`config.mk`:
```
export PLATFORM = sky130hd
export DESIGN_NAME = dtr_timer_top
export DESIGN_NICKNAME = d
export VERILOG_FILES = /design/src/hdl/dtr_pkg.sv /design/src/hdl/dtr_timer_top.sv /design/src/hdl/dtr_pin_sync.sv
export SDC_FILE = /design/constraint.sdc
export NUM_CORES = 1
export LEC_CHECK = 0
export ABC_AREA = 1
export BUFFER_PORTS_ARGS = -buffer_cell sky130_fd_sc_hd__buf_2
export CAP_MARGIN = 20
export CORE_ASPECT_RATIO = 0.7
export CORE_MARGIN = 2
export CORE_UTILIZATION = 40
export DETAILED_ROUTE_END_ITERATION = 10
export PLACE_DENSITY_LB_ADDON = 0.15
export RECOVER_POWER = 50
export SLEW_MARGIN = 25
export SYNTH_ARGS = -nofsm -noshare
export SYNTH_HDL_FRONTEND = slang
export SYNTH_SLANG_ARGS = --single-unit
```
`constraint.sdc`:
```
create_clock -name CLOCK_I -period 2.6 [get_ports CLOCK_I]
set_input_delay 0.26 -clock CLOCK_I [delete_from_list [all_inputs] [get_ports CLOCK_I]]
set_output_delay 0.26 -clock CLOCK_I [all_outputs]
set_load 0.05 [all_outputs]
```
`src/hdl/dtr_pkg.sv`:
```
// ==========================================================================
// Shared constants
package dtr_pkg;
   // Register addresses on the special function register port
   localparam logic [7:0] ADDR_TCS = 8'h88;
   localparam logic [7:0] ADDR_TMC = 8'h89;
   localparam logic [7:0] ADDR_T0L = 8'h8A;
   localparam logic [7:0] ADDR_T1L = 8'h8B;
   localparam logic [7:0] ADDR_T0H = 8'h8C;
   localparam logic [7:0] ADDR_T1H = 8'h8D;
   // Bit-address block of the control register (bit addresses 88h to 8Fh)
   localparam logic [4:0] BIT_BLOCK = 5'h11;
   // Control register bit positions
   localparam int T1_OVF = 7;
   localparam int T1_RUN = 6;
   localparam int T0_OVF = 5;
   localparam int T0_RUN = 4;
   // Mode nibble layout; timer 1 nibble sits four bits up
   localparam int GATE_BIT = 3;
   localparam int CT_BIT   = 2;
   localparam int T1_NIB   = 4;
   // Mode encodings
   localparam logic [1:0] MODE_13     = 2'h0;
   localparam logic [1:0] MODE_16     = 2'h1;
   localparam logic [1:0] MODE_RELOAD = 2'h2;
   localparam logic [1:0] MODE_SPLIT  = 2'h3;
   // Oscillator periods per instruction cycle
   localparam logic [3:0] TICK_DIV  = 4'hC;
   localparam logic [3:0] TICK_LAST = TICK_DIV - 4'h1;
   // Reset value of every byte register
   localparam logic [7:0] RST_BYTE = 8'h00;

   // One count step: returns {wrap, high, low}
   function automatic logic [16:0] step(input logic [1:0] mode, input logic [7:0] hi,
                                        input logic [7:0] lo);
      logic [16:0] r;
      logic [12:0] c13;
      logic [15:0] c16;
      r   = {1'b0, hi, lo};
      c13 = 13'({hi, lo[4:0]} + 13'h0001);
      c16 = 16'({hi, lo} + 16'h0001);
      case (mode)
         MODE_13:     r = {&{hi, lo[4:0]}, c13[12:5], lo[7:5], c13[4:0]};
         MODE_16:     r = {&{hi, lo}, c16};
         MODE_RELOAD: r = {&lo, hi, (&lo) ? hi : 8'(lo + 8'h01)};
         default:     r = {&lo, hi, 8'(lo + 8'h01)};
      endcase
      return r;
   endfunction
endpackage

```
`src/hdl/dtr_timer_top.sv`:
```
`timescale 1ns/100ps
`default_nettype none
// ==========================================================================
// Dual timer: run control, overflow flags, gating and count registers
module dtr_timer_top (
   // Clock and reset
   input  wire logic       CLOCK_I,
   input  wire logic       RESETN_I,
   // Byte access port
   input  wire logic [7:0] SFR_ADDR_I,
   input  wire logic       SFR_WR_I,
   input  wire logic [7:0] SFR_WDATA_I,
   input  wire logic       SFR_RD_I,
   output var  logic [7:0] SFR_RDATA_O,
   // Bit access port
   input  wire logic       BIT_WR_I,
   input  wire logic [7:0] BIT_ADDR_I,
   input  wire logic       BIT_VAL_I,
   // External pins
   input  wire logic       EXT_IRQ0_INPUT_I,
   input  wire logic       EXT_IRQ1_INPUT_I,
   input  wire logic       T0_COUNT_PIN_I,
   input  wire logic       T1_COUNT_PIN_I,
   // Overflow flags
   output var  logic       T0_OVERFLOW_FLAG_O,
   output var  logic       T1_OVERFLOW_FLAG_O
);
   // ==========================================================================
   // Declarations
   logic [7:0]  ctl_q, ctl_d;
   logic [7:0]  mcfg_q, mcfg_d;
   logic [7:0]  lo0_q, lo0_d, hi0_q, hi0_d;
   logic [7:0]  tl1_q, tl1_d, th1_q, th1_d;
   logic [7:0]  rdata_d;
   logic [3:0]  div_q, div_d;
   logic [1:0]  cpin_prev_q, cpin_prev_d;
   logic [3:0]  pin_lvl;
   logic        irq0_lvl, irq1_lvl;
   logic [1:0]  cpin_fall;
   logic        tick;
   logic [1:0]  m0, m1;
   logic        split;
   logic        src0, src1;
   logic        en_t0, en_hi0, en_t1;
   logic        ovf0, ovf1;
   logic [16:0] s0, s1;
   logic        wr_tcs, wr_tmc, wr_t0, wr_t1;
   logic        bit_hit;
   logic [7:0]  bit_mask;
   logic [15:0] cnt0, cnt1;

   // ==========================================================================
   // Pin synchronisers
   dtr_pin_sync #(
      .W(4)
   ) u_sync (
      .clk_i  (CLOCK_I),
      .rst_n_i(RESETN_I),
      .pin_i  ({T1_COUNT_PIN_I, T0_COUNT_PIN_I, EXT_IRQ1_INPUT_I, EXT_IRQ0_INPUT_I}),
      .level_o(pin_lvl)
   );

   // Level and edge views of the synchronised pins
   assign irq0_lvl  = pin_lvl[0];
   assign irq1_lvl  = pin_lvl[1];
   assign cpin_fall = cpin_prev_q & ~pin_lvl[3:2];

   // ==========================================================================
   // Instruction-cycle prescaler
   // Free-running, one tick every twelve clocks
   always_comb begin
      tick        = (div_q == dtr_pkg::TICK_LAST);
      div_d       = tick ? 4'h0 : 4'(div_q + 4'h1);
      cpin_prev_d = pin_lvl[3:2];
   end

   // ==========================================================================
   // Mode decode and count enables
   // Nibble fields of the mode register
   always_comb begin
      m0     = mcfg_q[1:0];
      m1     = mcfg_q[dtr_pkg::T1_NIB+1:dtr_pkg::T1_NIB];
      split  = (m0 == dtr_pkg::MODE_SPLIT);
      src0   = mcfg_q[dtr_pkg::CT_BIT] ? cpin_fall[0] : tick;
      src1   = mcfg_q[dtr_pkg::T1_NIB+dtr_pkg::CT_BIT] ? cpin_fall[1] : tick;
      // Run bit, and interrupt level when gated
      en_t0  = ctl_q[dtr_pkg::T0_RUN] && src0 &&
               (!mcfg_q[dtr_pkg::GATE_BIT] || irq0_lvl);
      // Split high byte borrows the timer 1 run bit
      en_hi0 = split && ctl_q[dtr_pkg::T1_RUN] && tick;
      // Timer 1 halts in mode 11, and free-runs while timer 0 is split
      en_t1  = (m1 != dtr_pkg::MODE_SPLIT) && src1 &&
               (split || (ctl_q[dtr_pkg::T1_RUN] &&
               (!mcfg_q[dtr_pkg::T1_NIB+dtr_pkg::GATE_BIT] || irq1_lvl)));
      s0     = dtr_pkg::step(m0, hi0_q, lo0_q);
      s1     = dtr_pkg::step(m1, th1_q, tl1_q);
   end

   // ==========================================================================
   // Register decode
   always_comb begin
      wr_tcs   = SFR_WR_I && (SFR_ADDR_I == dtr_pkg::ADDR_TCS);
      wr_tmc   = SFR_WR_I && (SFR_ADDR_I == dtr_pkg::ADDR_TMC);
      wr_t0    = SFR_WR_I && ((SFR_ADDR_I == dtr_pkg::ADDR_T0L) ||
                              (SFR_ADDR_I == dtr_pkg::ADDR_T0H));
      wr_t1    = SFR_WR_I && ((SFR_ADDR_I == dtr_pkg::ADDR_T1L) ||
                              (SFR_ADDR_I == dtr_pkg::ADDR_T1H));
      bit_hit  = BIT_WR_I && (BIT_ADDR_I[7:3] == dtr_pkg::BIT_BLOCK);
      bit_mask = 8'h01 << BIT_ADDR_I[2:0];
      cnt0     = {hi0_q, lo0_q};
      cnt1     = {th1_q, tl1_q};
   end

   // ==========================================================================
   // Counters, flags and register writes
   // Count step first, software write wins over the step
   always_comb begin
      lo0_d = lo0_q;
      hi0_d = hi0_q;
      tl1_d = tl1_q;
      th1_d = th1_q;
      ovf0  = 1'b0;
      ovf1  = 1'b0;
      if (en_t0) begin
         {ovf0, hi0_d, lo0_d} = s0;
      end
      if (en_hi0) begin
         hi0_d = 8'(hi0_q + 8'h01);
         ovf1  = &hi0_q;
      end
      if (en_t1) begin
         {th1_d, tl1_d} = s1[15:0];
         ovf1 = ovf1 || (!split && s1[16]);
      end
      if (wr_t0 && SFR_ADDR_I == dtr_pkg::ADDR_T0L) begin
         lo0_d = SFR_WDATA_I;
      end
      if (wr_t0 && SFR_ADDR_I == dtr_pkg::ADDR_T0H) begin
         hi0_d = SFR_WDATA_I;
      end
      if (wr_t1 && SFR_ADDR_I == dtr_pkg::ADDR_T1L) begin
         tl1_d = SFR_WDATA_I;
      end
      if (wr_t1 && SFR_ADDR_I == dtr_pkg::ADDR_T1H) begin
         th1_d = SFR_WDATA_I;
      end
   end

   // Control and mode registers; hardware flag set wins over any clear
   always_comb begin
      ctl_d  = ctl_q;
      mcfg_d = wr_tmc ? SFR_WDATA_I : mcfg_q;
      if (wr_tcs) begin
         ctl_d = SFR_WDATA_I;
      end
      if (bit_hit) begin
         ctl_d = BIT_VAL_I ? (ctl_d | bit_mask) : (ctl_d & ~bit_mask);
      end
      if (ovf0) begin
         ctl_d[dtr_pkg::T0_OVF] = 1'b1;
      end
      if (ovf1) begin
         ctl_d[dtr_pkg::T1_OVF] = 1'b1;
      end
   end

   // Read mux, unmapped addresses read zero
   always_comb begin
      rdata_d = SFR_RDATA_O;
      if (SFR_RD_I) begin
         unique case (SFR_ADDR_I)
            dtr_pkg::ADDR_TCS: rdata_d = ctl_q;
            dtr_pkg::ADDR_TMC: rdata_d = mcfg_q;
            dtr_pkg::ADDR_T0L: rdata_d = lo0_q;
            dtr_pkg::ADDR_T0H: rdata_d = hi0_q;
            dtr_pkg::ADDR_T1L: rdata_d = tl1_q;
            dtr_pkg::ADDR_T1H: rdata_d = th1_q;
            default:           rdata_d = dtr_pkg::RST_BYTE;
         endcase
      end
   end

   // State registers
   always_ff @(posedge CLOCK_I or negedge RESETN_I) begin
      if (!RESETN_I) begin
         ctl_q       <= dtr_pkg::RST_BYTE;
         mcfg_q      <= dtr_pkg::RST_BYTE;
         lo0_q       <= dtr_pkg::RST_BYTE;
         hi0_q       <= dtr_pkg::RST_BYTE;
         tl1_q       <= dtr_pkg::RST_BYTE;
         th1_q       <= dtr_pkg::RST_BYTE;
         SFR_RDATA_O <= dtr_pkg::RST_BYTE;
         div_q       <= 4'h0;
         cpin_prev_q <= 2'h0;
      end else begin
         ctl_q       <= ctl_d;
         mcfg_q      <= mcfg_d;
         lo0_q       <= lo0_d;
         hi0_q       <= hi0_d;
         tl1_q       <= tl1_d;
         th1_q       <= th1_d;
         SFR_RDATA_O <= rdata_d;
         div_q       <= div_d;
         cpin_prev_q <= cpin_prev_d;
      end
   end

   // Flag outputs
   assign T0_OVERFLOW_FLAG_O = ctl_q[dtr_pkg::T0_OVF];
   assign T1_OVERFLOW_FLAG_O = ctl_q[dtr_pkg::T1_OVF];

   // Software clear of the timer 0 flag in this cycle
   logic clr0;
   assign clr0 = (wr_tcs && !SFR_WDATA_I[dtr_pkg::T0_OVF]) ||
                 (bit_hit && !BIT_VAL_I && bit_mask[dtr_pkg::T0_OVF]);
endmodule
`default_nettype wire

```
`src/hdl/dtr_pin_sync.sv`:
```
`timescale 1ns/100ps
`default_nettype none
// ==========================================================================
// Pin synchroniser: three stages, level changes once stages two and three agree
module dtr_pin_sync #(
   parameter int W = 4
) (
   // Clock and reset
   input  wire logic         clk_i,
   input  wire logic         rst_n_i,
   // Pins and filtered levels
   input  wire logic [W-1:0] pin_i,
   output var  logic [W-1:0] level_o
);
   logic [W-1:0] s1_q;
   logic [W-1:0] s2_q;
   logic [W-1:0] s3_q;
   logic [W-1:0] level_d;

   // Take stage two where it agrees with stage three
   always_comb begin
      level_d = (s2_q & ~(s2_q ^ s3_q)) | (level_o & (s2_q ^ s3_q)); // Hold while stages differ
   end

   // Synchroniser chain
   always_ff @(posedge clk_i or negedge rst_n_i) begin
      if (!rst_n_i) begin
         s1_q    <= '0;
         s2_q    <= '0;
         s3_q    <= '0;
         level_o <= '0;
      end else begin
         s1_q    <= pin_i;
         s2_q    <= s1_q;
         s3_q    <= s2_q;
         level_o <= level_d;
      end
   end
endmodule
`default_nettype wire

```
# Yosys cells after proc, flatten, opt, wreduce, memory -nomap -nowiden
# Index checks and enable logic that the tools add are counted.
[totals]
regBits = 78
input_bits = 34
output_inout_bits = 10
word_cells = 122
[classes]
add_sub_neg = 8
eq_ne = 18
shift = 1
n_mux = 25
bitwise = 10
reduce_logical = 45
[ops]
columns = ["op", "n"]
rows = [
  ["$mux W8", 14],
  ["$pmux W17 S3", 2],
  ["$eq A8 B8 Y1 const B", 6],
  ["$pmux W8 S6", 1],
  ["$add A16 B1 Y16 const B", 2],
  ["$reduce_and A16 Y1", 2],
  ["$add A13 B1 Y13 const B", 2],
  ["$reduce_and A13 Y1", 2],
  ["$add A8 B1 Y8 const B", 3],
  ["$reduce_and A8 Y1", 3],
  ["$logic_and A1 B1 Y1", 17],
  ["$and A4 B4 Y4", 2],
  ["$and A8 B8 Y8", 1],
  ["$ne A2 B2 Y1 const B", 4],
  ["$not A8 Y8", 1],
  ["$or A8 B8 Y8", 1],
  ["$shl A1 B3 Y8 const A", 1],
  ["$mux W1", 7],
  ["$eq A2 B2 Y1 const B", 3],
  ["$logic_or A1 B1 Y1", 6],
  ["$reduce_and A3 Y1", 2],
  ["$reduce_bool A2 Y1", 3],
  ["$reduce_bool A3 Y1", 2],
  ["$eq A5 B5 Y1 const B", 1],
  ["14 further kinds", 19],
]

# Logic depth before layout (Yosys ltp)
# Gate-level depths: netlist of the first run.
[depth]
word_depth = 8
ltp_mapped = 12
ltp_nobuf = 11

# By module
# Synthesis of the first run repeated with hierarchy kept, for this count alone.
[unflattened]
cells_unflattened = 846
area_unflattened_um2 = 5646.7
[by_module_without_submodules]
columns = ["mod", "instances", "cells_per_inst", "area_per_inst_um2", "seq_area_each_um2"]
rows = [
  ["dtr_timer_top", 1, 814, 5181.2, 1551.5],
  ["dtr_pin_sync", 1, 32, 465.4, 400.4],
]

# Worst setup path before layout of the first run
# Ideal clock, no wire load.
[synth_timing]
path_kind = "register to register"
start = "reg div_q[0]"
end = "reg lo0_q[5]"
setup_time_ps = 117
arrival_time_ps = 1422
required_ps = 2483
slack_ps = 1060
path_stages_with_launch = 10
n_path_buf = 0
synth_period_minus_slack_ps = 1540
path_cell_list = "dfrtp_1 -> ha_1 -> nand3_2 -> nand2_1 -> nand3_1 -> nor2_1 -> nor2_1 -> inv_1 -> nand3_1 -> nand2_1"
[synth_between]
elab_chain_len = 6
[synth_lines]
columns = ["item", "line", "rtl"]
rows = [
  ["start, declared", "dtr_timer_top.sv:35", "logic [3:0] div_q, div_d;"],
  ["start signal, assigned", "dtr_timer_top.sv:203", "div_q <= div_d;"],
  ["$eq A4 B4 Y1", "dtr_timer_top.sv:72", "tick = (div_q == dtr_pkg::TICK_LAST);"],
  ["$mux W1", "dtr_timer_top.sv:84", "src0 = mcfg_q[dtr_pkg::CT_BIT] ? cpin_fall[0] : tick;"],
  ["$logic_and A1 B1 Y1 (2 in series)", "dtr_timer_top.sv:87", "en_t0 = ctl_q[dtr_pkg::T0_RUN] && src0 &&"],
  ["$reduce_bool A2 Y1 (no line)", "-", ""],
  ["$reduce_and A2 Y1 (no line)", "-", ""],
  ["end signal, assigned", "dtr_timer_top.sv:188", "lo0_q <= dtr_pkg::RST_BYTE;"],
  ["end signal, assigned", "dtr_timer_top.sv:198", "lo0_q <= lo0_d;"],
  ["end, declared", "dtr_timer_top.sv:32", "logic [7:0] lo0_q, lo0_d, hi0_q, hi0_d;"],
]
# No other way between the ends.
# A chain may end at the register's enable or synchronous reset.

# Worst setup path after layout of the first run
[layout_timing]
start = "reg div_q[0]"
end = "reg tl1_q[0]"
[layout_between]
elab_chain_len = 5
[layout_lines]
columns = ["item", "line", "rtl"]
rows = [
  ["$eq A4 B4 Y1", "dtr_timer_top.sv:72", ""],
  ["$mux W1", "dtr_timer_top.sv:85", "src1 = mcfg_q[dtr_pkg::T1_NIB+dtr_pkg::CT_BIT] ? cpin_fall[1] : tick;"],
  ["$logic_and A1 B1 Y1 (2 in series)", "dtr_timer_top.sv:92", "en_t1 = (m1 != dtr_pkg::MODE_SPLIT) && src1 &&"],
  ["$reduce_bool A2 Y1 (no line)", "-", ""],
  ["end signal, assigned", "dtr_timer_top.sv:190", "tl1_q <= dtr_pkg::RST_BYTE;"],
  ["end signal, assigned", "dtr_timer_top.sv:200", "tl1_q <= tl1_d;"],
  ["end, declared", "dtr_timer_top.sv:33", "logic [7:0] tl1_q, tl1_d, th1_q, th1_d;"],
]
# No other way between the ends.

==> results.md, run 1 <==
- Synth cell types: 36
- CP Launch Type: flop
- Die W: 146 µm
- Vert. Die Dim: 103 µm
- Seq/Total Area, Yosys: 0.347
- Min cycle time layout: 2050 ps
- Fin. max-slew vios: 0
- Non-filler cells, final: 1,124
- VDD IR max: 0.325 mV
- Crit path arrival time: 2300 ps
- Nets: 967
- Initial Util: 0.407
- Clock slew at reported path FFs: 60 ps
- Clk buf depth: 2
- Most frequent cells in the layout: nand2_1 (310), nand3_1 (129), inv_1 (95)
- XOR/XNOR Fraction of Synth Area: 0.0109
- Fmax achieved: 489 MHz
- Power per cell area: 528 nW/µm²
- Synth Area in Simple Gates: 0.444
- Gr ovfl total: 0
- Final wirelength: 17,900 µm
- Mapped cell area: 5630 µm²
- Final Power: 3.34 mW
- Placer Congestion: 0.930
- Largest net degree at the start of global routing: 52
- WL/cell: 16.0 µm
- Commonest non-fill, non-tap cell in the layout: nand2_1
- Number of port buffers: 43
- Post-Synth Adder-Cell Area: 0.0160
- Post-CTS resize count: 0
- Vias post-DR: 5,854
- Avg Cell Area, Syn: 6.34 µm²
- Dpl ws: 611 ps
- First-pass GRT wire length: 28,600 µm
- Final setup fails: 0
- Max-cap viol count: 0
- Syn nets: 925
- Clk root buf: clkbuf_16
- Row cnt: 36
- Remaining DRCs: 0
- Status: complete, no violations
- Synth warn: 0
- DP HPWL: 13,600 µm
- Placed Cells: 1,107
- Vias in the first global route: 5,113
- Post-synthesis mux area share: 0.00200
- Number of diodes: 0
- CTS tree: built
- Asr flop ratio synth: 1.00
- Crit path kind: reg -> reg
- Compound-gate portion of the synthesized area: 0.0814
- Fin util: 0.458
- Crit path required time: 2850 ps
- Via density: 5.21
- Slew margin rel.: 0.100
- Final Hold Fails: 0
- Main combinational cell family by area after synthesis: simple AND/OR/NAND/NOR gates
- Final worst-path cycle share: 0.787
- Total track usage: 0.246
- Synthesis-to-layout area growth: 12.5%
- Core Area: 13,800 µm²
- Hold/Removal Path Class: in -> reg
- Worst setup margin: 554 ps
- Iteration-0 DRC Markers: 448
- Prevailing post-synth register cell: dfrtp_1
- Clock sink count: 78
- Worst-path fanout max: 5
- EDFF count, synth: 0
- TritonCTS Buffers: 9
- Initial antenna violation count: 0
- Share of layout cells above drive strength 1: 0.116
- H-tree levels: 3
- 1st-pass router iterations: 5
- Worst clock skew: 5.88 ps
- Critical path endpoint category: flop
- Antenna Violating Nets Remaining: 0
- Top-Level Pins: 44
- Leak pwr: 3.28 nW
- Syn Inst Count: 887
- Clock Latency Late Sink: 340 ps
- Final setup TNS: 0 ps
- Die Area: 15,000 µm²
- Post-synthesis register bit count: 78
- RSZ-0062 raised after global routing: no
- Tightest Pin Transition: 1350 ps
[kinds of logic (layout without fill, tap and decap cells)]
group,count (synthesis),count (layout)
AO/OA/AOI/OAI,83,83
XOR/XNOR,7,7
AND/OR/NAND/NOR,571,571
adder cells (fa/ha/maj),8,8
flip-flops,78,78
buffers and inverters,139,186
multiplexers,1,1
[path summary, 6_finish.rpt]
kind / to / slack, ps / cells past startpoint / startpoint
worst max-delay path: tl1_q[0] / 550 / 10 / div_q[0]
worst min-delay path: u_sync.s1_q[1] / 30 / 1 / EXT_IRQ1_INPUT_I
worst max register to register: tl1_q[0] / 550 / 10 / div_q[0]
worst min register to register: u_sync.s2_q[2] / 350 / 0 / u_sync.s1_q[2]
max in group asynchronous: ctl_q[4] / 1020 / 2 / RESETN_I
min in group asynchronous: tl1_q[3] / 760 / 2 / RESETN_I
[metal layers]
metal / part of all wire / track usage / wire, µm / up-vias
li1: - / - / - / 2919
met1: 0.53 / 0.400 / 9490 / 2677
met2: 0.37 / 0.329 / 6710 / 240
met3: 0.085 / 0.0465 / 1530 / 18
met4: 0.011 / 0.0520 / 206 / 0
met5: 0 / 0 / 0 / -
[sequential cells by signal, indices dropped and copies added (netlist names), named ones only]
name / cells
tl1_q: 8
cpin_prev_q: 2
SFR_RDATA_O: 8
u_sync.s3_q: 4
u_sync.s1_q: 4
div_q: 4
hi0_q: 8
mcfg_q: 8
ctl_q: 8
u_sync.s2_q: 4
lo0_q: 8
th1_q: 8
[synthesized netlist by cell type (3+ instances only)]
library cell	n	area, µm²
ha_1	4	50.1
nor2_4	3	33.8
nand2_2	5	31.3
nor2_2	7	43.8
buf_2	15	75.1
dfrtp_1	78	1950
clkinv_1	5	18.8
nand4_1	12	75.1
maj3_1	4	40.0
nand3_2	7	70.1
a21oi_1	11	55.1
nor2_1	88	330
xor2_1	4	35.0
xnor2_1	3	26.3
o21ai_0	26	130
inv_2	21	78.8
o211ai_1	11	82.6
o22ai_1	5	31.3
o21ai_1	26	130
nand3_1	128	641
inv_1	94	353
nand2_1	310	1160
[timing repair]
item | in CTS | in global routing
endpoints found under the hold margin | 14 | 0
hold buffers | 1 | 0
endpoints found under the setup margin | 0 | 0
buffers inserted | 0 | 0
[critical path: stages, from the launching register on]
cell and delay [ps]:
dfrtp_1 390, ha_1 230, nand3_1 250, inv_1 130, nand2_1 80, nand2_1 90, nand2_1 190, inv_1 140
nor2_1 290, nand2_1 90, o211ai_1 90
[final cells by class]
cell class              instances  area (µm²)
fillers                      1476        7500
multi-input cells             670        3120
flip-flops and latches         78        1950
inverters                     120         450
repair buffers                 50         277
well taps                     190         238
clock buffers                  10         229
clock inverters                 6        70.1
[report_power, final]
group          switching [mW]  internal [mW]  leakage (nW)
sequential              0.190           1.32         0.988
combinational           0.363          0.186          2.16
clock                   0.532          0.751         0.136
total                    1.09           2.26          3.28
[metrics by stage]
| step | area (µm²) | hold slack [ps] |
|---|---|---|
| 6_report | 6330 | 25.2 |
| 2_1_floorplan | 5630 | -35.6 |
| 5_1_grt | 6330 | 15.1 |
| 3_5_place_dp | 6040 | 336 |
| 4_1_cts | 6340 | 19.1 |
| 3_3_place_gp | 6040 | 333 |
No activity file was read; power rests on OpenSTA's default activity.
==> run 2, diff against run 1 <==
==> constraint.sdc (replaced) <==
create_clock -name CLOCK_I -period 1.9 [get_ports CLOCK_I]
set_input_delay 0.19 -clock CLOCK_I [delete_from_list [all_inputs] [get_ports CLOCK_I]]
set_output_delay 0.19 -clock CLOCK_I [all_outputs]
set_load 0.05 [all_outputs]
==> results.md, run 2 (synthesis gave the netlist of run 1 again) <==
- Hold path cells: 3 (was 1)
- CP Launch Type: flop (unchanged)
- Clock sink count: 78 (unchanged)
- Initial antenna violation count: 1 (was 0)
- Commonest non-fill, non-tap cell in the layout: nand2_1 (unchanged)
- Vias post-DR: 6,013 (was 5,854)
- VDD IR max: 0.401 mV (was 0.325 mV)
- Largest net degree at the start of global routing: 32 (was 52)
- CP Cell Sequence: ha_1, nand3_2, inv_2, nand2_1, nand2_1, nand2_1, inv_1, nor2_4, nand2_1, o211ai_1 (was ha_1, nand3_1, inv_1, nand2_1, nand2_1, nand2_1, inv_1, nor2_1, nand2_1, o211ai_1)
- Dpl ws: 42.8 ps (was 611 ps)
- Antenna Violating Nets Remaining: 0 (unchanged)
- Fmax achieved: 571 MHz (was 489 MHz)
- Slowest stage delay, CP: 400 ps (was 390 ps)
- Clk buf depth: 2 (unchanged)
- Clk pwr share: 0.393 (was 0.384)
- Status: complete, no violations (unchanged)
- Gr ovfl total: 0 (unchanged)
- Placer Congestion: 0.974 (was 0.930)
- Slew margin rel.: 0.409 (was 0.100)
- Worst clock skew: 5.80 ps (was 5.88 ps)
- Worst r2r dst: tl1_q[0] (unchanged)
- Worst Hold Launch: BIT_VAL_I (was EXT_IRQ1_INPUT_I)
- Worst setup margin: 148 ps (was 554 ps)
- Reg-to-reg startpoint: div_q[0] (unchanged)
- Top-Level Pins: 44 (unchanged)
- Delay-heaviest family, CP: simple AND/OR/NAND/NOR gates (unchanged)
- Number of port buffers: 43 (unchanged)
- Share of layout cells above drive strength 1: 0.159 (was 0.116)
- Fin. max-slew vios: 0 (unchanged)
- Final setup fails: 0 (unchanged)
- Crit path max-delay cell type: dfrtp_1 (unchanged)
- R2R setup slack: 150 ps (was 550 ps)
- Leak pwr: 3.50 nW (was 3.28 nW)
- DP HPWL: 14,500 µm (was 13,600 µm)
- Initial Util: 0.407 (unchanged)
- Remaining DRCs: 0 (unchanged)
- Iteration-0 DRC Markers: 698 (was 448)
- Vert. Die Dim: 103 µm (unchanged)
- Critical path startpoint: div_q[0] (unchanged)
- Final Power: 4.84 mW (was 3.34 mW)
- Worst Hold Path EP: ctl_q[2] (was u_sync.s1_q[1])
- Crit path required time: 2160 ps (was 2850 ps)
- WP buf/inv: 2 (unchanged)
- Non-filler cells, final: 1,161 (was 1,124)
- Die Area: 15,000 µm² (unchanged)
- Most frequent CP cell: nand2_1 (unchanged)
- Placed Cells: 1,138 (was 1,107)
- Final setup TNS: 0 ps (unchanged)
- WL/cell: 16.0 µm (about the same)
- Clock slew at reported path FFs: 60 ps (about the same)
- Hold Worst Slack: 125 ps (was 25.2 ps)
- Clk root buf: clkbuf_16 (unchanged)
- First-pass GRT wire length: 29,300 µm (was 28,600 µm)
- Core Area: 13,800 µm² (unchanged)
- Nets: 1,004 (was 967)
- Max-cap viol count: 0 (unchanged)
- Most frequent cells in the layout: nand2_1 (310), nand3_1 (127), inv_1 (94) (was nand2_1 (310), nand3_1 (129), inv_1 (95))
- Worst path depth: 10 (unchanged)
- Final Hold Fails: 0 (unchanged)
- RSZ-0062 raised after global routing: no (unchanged)
- Number of diodes: 0 (unchanged)
- Critical path endpoint category: flop (unchanged)
- Clock Latency Late Sink: 340 ps (about the same)
- Synthesis-to-layout area growth: 18.6% (was 12.5%)
- Final wirelength: 18,600 µm (was 17,900 µm)
- Crit path kind: reg -> reg (unchanged)
- 1st-pass router iterations: 6 (was 5)
- Final worst-path cycle share: 0.922 (was 0.787)
- Row cnt: 36 (unchanged)
- Tightest Pin Transition: 886 ps (was 1350 ps)
- Die W: 146 µm (unchanged)
- Crit path arrival time: 2010 ps (was 2300 ps)
- NetSw: 1.54 mW (was 1.09 mW)
- Worst reg2reg path depth: 10 (unchanged)
- Via density: 5.18 (was 5.21)
- TritonCTS Buffers: 9 (unchanged)
- Power per cell area: 726 nW/µm² (was 528 nW/µm²)
- Total track usage: 0.253 (was 0.246)
- Vias in the first global route: 5,292 (was 5,113)
- Internal power: 3.31 mW (was 2.26 mW)
- Worst-path fanout max: 5 (unchanged)
- H-tree levels: 3 (unchanged)
- Comb power frac: 0.193 (was 0.164)
- CTS tree: built (unchanged)
- Hold/Removal Path Class: in -> reg (unchanged)
- Reg power frac: 0.414 (was 0.452)
- Sw frac: 0.317 (was 0.325)
- Min cycle time layout: 1750 ps (was 2050 ps)
run 2: layout make-up:
cell class,instances,area [µm²]
multi-input cells,670,3140
clock buffers,10,229
inverters,120,450
well taps,190,238
clock inverters,6,93.8
repair buffers,87,568
flip-flops and latches,78,1950
fillers,1442,7160
run 2: power by group through the flow:
stage                     sequential [mW]  combinational (mW)  clock, mW
after floorplan                      1.99               0.501          0
after global placement               2.02               0.918          0
after detailed placement             2.02               0.910          0
after CTS                            1.99               0.922       1.94
after global routing                 2.02                1.04       2.01
final                                2.00               0.936       1.90
run 2: metrics by stage:
stage / cell area [µm²] / util
global placement: 6280 / 0.454
floorplan: 5630 / -
detailed placement: 6280 / 0.454
CTS: 6650 / 0.481
global route: 6670 / 0.483
finish: 6670 / 0.483
run 2: routing by layer:
layer,up-vias,wire (µm),global-route usage
met3,19,1740,0.0605
met4,0,287,0.0573
met5,-,0,0
met2,259,6930,0.338
li1,2998,-,-
met1,2737,9620,0.404
run 2: worst reg2reg max path, stage by stage, from the launching register on:
cell,delay (ps)
dfrtp_1,400
ha_1,240
nand3_2,150
inv_2,70
nand2_1,50
nand2_1,90
nand2_1,180
inv_1,160
nor2_4,180
nand2_1,70
o211ai_1,90
run 2: how the worst max path moves through the flow:
stage / endpoint / slack, ps
after global routing: lo0_q[0] / 2
after detailed placement: tl1_q[0] / 40
after CTS: tl1_q[0] / 40
after floorplan: lo0_q[5] / 360
after global placement: tl1_q[0] / 50
final: tl1_q[0] / 150
run 2: timing repair:
| action | CTS | global route |
|---|---|---|
| endpoints found under the hold margin | 33 | 0 |
| setup buffers | 0 | 2 |
| resized for setup | 0 | 7 |
| setup endpoints to repair | 0 | 11 |
| hold buffers | 5 | 0 |
==> run 3, diff against run 2 <==
==> constraint.sdc (replaced) <==
create_clock -name CLOCK_I -period 2.2 [get_ports CLOCK_I]
set_input_delay 0.22 -clock CLOCK_I [delete_from_list [all_inputs] [get_ports CLOCK_I]]
set_output_delay 0.22 -clock CLOCK_I [all_outputs]
set_load 0.05 [all_outputs]
==> results.md, run 3 (synthesis gave the netlist of run 1 again) <==
- Status: complete, but fails checks (was complete, no violations)
- Failing checks: max-capacitance violations, max-slew violations
- Leak pwr: 3.37 nW (was 3.50 nW)
- Slew margin rel.: -0.0485 (was 0.409)
- Fin. max-slew vios: 26 (was 0)
- Non-filler cells, final: 1,136 (was 1,161)
- Sequential cell area: 1950 µm² (about the same)
- Critical path endpoint category: flop (unchanged)
- CP Launch Type: flop (unchanged)
- Top-Level Pins: 44 (unchanged)
- Setup Buffers After CTS: 0 (unchanged)
- Clock Latency Late Sink: 350 ps (was 340 ps)
- Clock sink count: 78 (unchanged)
- First-pass GRT wire length: 29,200 µm (was 29,300 µm)
- Number of port buffers: 43 (unchanged)
- 1st-pass router iterations: 5 (was 6)
- Nets: 979 (was 1,004)
- Most frequent cells in the layout: nand2_1 (310), nand3_1 (128), inv_1 (94) (was nand2_1 (310), nand3_1 (127), inv_1 (94))
- DP HPWL: 14,100 µm (was 14,500 µm)
- Grt met2 use: 0.346 (was 0.338)
- VDD IR max: 0.376 mV (was 0.401 mV)
- Tightest Pin Transition: 1570 ps (was 886 ps)
- Crit path arrival time: 2130 ps (was 2010 ps)
- Final wirelength: 18,300 µm (was 18,600 µm)
- Vias in the first global route: 5,214 (was 5,292)
- Reg power frac: 0.427 (was 0.414)
- Clk pwr share: 0.398 (was 0.393)
- Hold/Removal Path Class: in -> reg (unchanged)
- Iteration-0 DRC Markers: 643 (was 698)
- Die W: 146 µm (unchanged)
- Initial Util: 0.407 (unchanged)
- Crit path max-delay cell type: dfrtp_1 (unchanged)
- Multi-input logic area: 3120 µm² (was 3140 µm²)
- WL/cell: 16.1 µm (was 16.0 µm)
- Remaining DRCs: 0 (unchanged)
- Fmax achieved: 527 MHz (was 571 MHz)
- Min cycle time layout: 1900 ps (was 1750 ps)
- M3 GR Usage: 0.0618 (was 0.0605)
- Share of layout cells above drive strength 1: 0.129 (was 0.159)
- Largest net degree at the start of global routing: 38 (was 32)
- Commonest non-fill, non-tap cell in the layout: nand2_1 (unchanged)
- Final setup TNS: 0 ps (unchanged)
- Clock slew at reported path FFs: 60 ps (about the same)
- Busiest grt layer: met1 (unchanged)
- Worst clock skew: 8.93 ps (was 5.80 ps)
- Via density: 5.16 (was 5.18)
- Crit path kind: reg -> reg (unchanged)
- Core Area: 13,800 µm² (unchanged)
- CP Cell Sequence: ha_1, nand3_2, nand2_1, nand3_1, nor2_1, nor2_1, inv_1, nand3_1, nand2_1 (was ha_1, nand3_2, inv_2, nand2_1, nand2_1, nand2_1, inv_1, nor2_4, nand2_1, o211ai_1)
- Placed Cells: 1,115 (was 1,138)
- Final Hold Fails: 0 (unchanged)
- Clk buf depth: 2 (unchanged)
- Row cnt: 36 (unchanged)
- Hold_buf cts: 5 (unchanged)
- Crit path required time: 2430 ps (was 2160 ps)
- Final setup fails: 0 (unchanged)
- Placer Congestion: 0.937 (was 0.974)
- Worst-path fanout max: 5 (unchanged)
- Number of diodes: 0 (unchanged)
- Post-CTS resize count: 0 (unchanged)
- Final Power: 4.11 mW (was 4.84 mW)
- Initial antenna violation count: 1 (unchanged)
- Internal power: 2.81 mW (was 3.31 mW)
- RSZ-0062 raised after global routing: no (unchanged)
- Gr ovfl total: 0 (unchanged)
- Vias post-DR: 5,861 (was 6,013)
- H-tree levels: 3 (unchanged)
- NetSw: 1.30 mW (was 1.54 mW)
- Die Area: 15,000 µm² (unchanged)
- Antenna Violating Nets Remaining: 0 (unchanged)
- Max-cap viol count: 1 (was 0)
- Comb power frac: 0.175 (was 0.193)
- Final worst-path cycle share: 0.862 (was 0.922)
- Sw frac: 0.316 (was 0.317)
- Power per cell area: 636 nW/µm² (was 726 nW/µm²)
- Vert. Die Dim: 103 µm (unchanged)
- TritonCTS Buffers: 9 (unchanged)
- Clk root buf: clkbuf_16 (unchanged)
- Grt met1 use: 0.400 (was 0.404)
- Slowest stage delay, CP: 400 ps (about the same)
- Synthesis-to-layout area growth: 14.9% (was 18.6%)
- Total track usage: 0.253 (about the same)
- CTS tree: built (unchanged)
- Fillers: 1,460 (was 1,442)
[run 3: final cells by class]
cell class,count,share of cell area
Clock inverter,6,0.0143
Sequential cell,78,0.302
Inverter,120,0.0697
Timing Repair Buffer,62,0.0590
Tap cell,190,0.0368
Clock buffer,10,0.0354
Multi-Input combinational cell,670,0.483
[run 3: critical path: cells and delay by family (launching register included)]
kind          cells  cell delay (ps)
buf+inv           1               70
fa+ha+maj         1              240
simple gates      7             1080
flops             1              400
[run 3: layer usage]
metal / part of all wire / vias to the layer above
li1: - / 2945
met5: 0 / -
met4: 0.014 / 0
met1: 0.53 / 2679
met3: 0.077 / 20
met2: 0.38 / 217
[run 3: power by group through the flow]
stage	sequential (mW)	clock [mW]	combinational, mW
5_1_grt	1.77	1.73	0.811
4_1_cts	1.75	1.67	0.710
3_3_place_gp	1.78	0	0.702
2_1_floorplan	1.72	0	0.433
6_report	1.75	1.64	0.719
3_5_place_dp	1.77	0	0.700
[run 3: path summary, 6_finish.rpt]
| check | startpoint | to | slack (ps) | depth (start not counted) |
|---|---|---|---|---|
| setup / recovery | div_q[0] | lo0_q[5] | 300 | 9 |
| hold / removal | BIT_VAL_I | ctl_q[2] | 180 | 3 |
| setup reg to reg | div_q[0] | lo0_q[5] | 300 | 9 |
| hold reg to reg | u_sync.s1_q[2] | u_sync.s2_q[2] | 350 | 0 |
| max in group asynchronous | RESETN_I | lo0_q[5] | 390 | 3 |
| min in group asynchronous | RESETN_I | tl1_q[6] | 800 | 2 |
[run 3: through the flow]
stage	area [µm²]	hold WS, ps	util	worst slack (ps)
after global placement	6100	164	0.441	258
after detailed placement	6100	169	0.441	255
final	6460	181	0.467	303
after global routing	6460	195	0.467	93.2
after CTS	6470	167	0.468	343
after floorplan	5630	-75.6	-	660
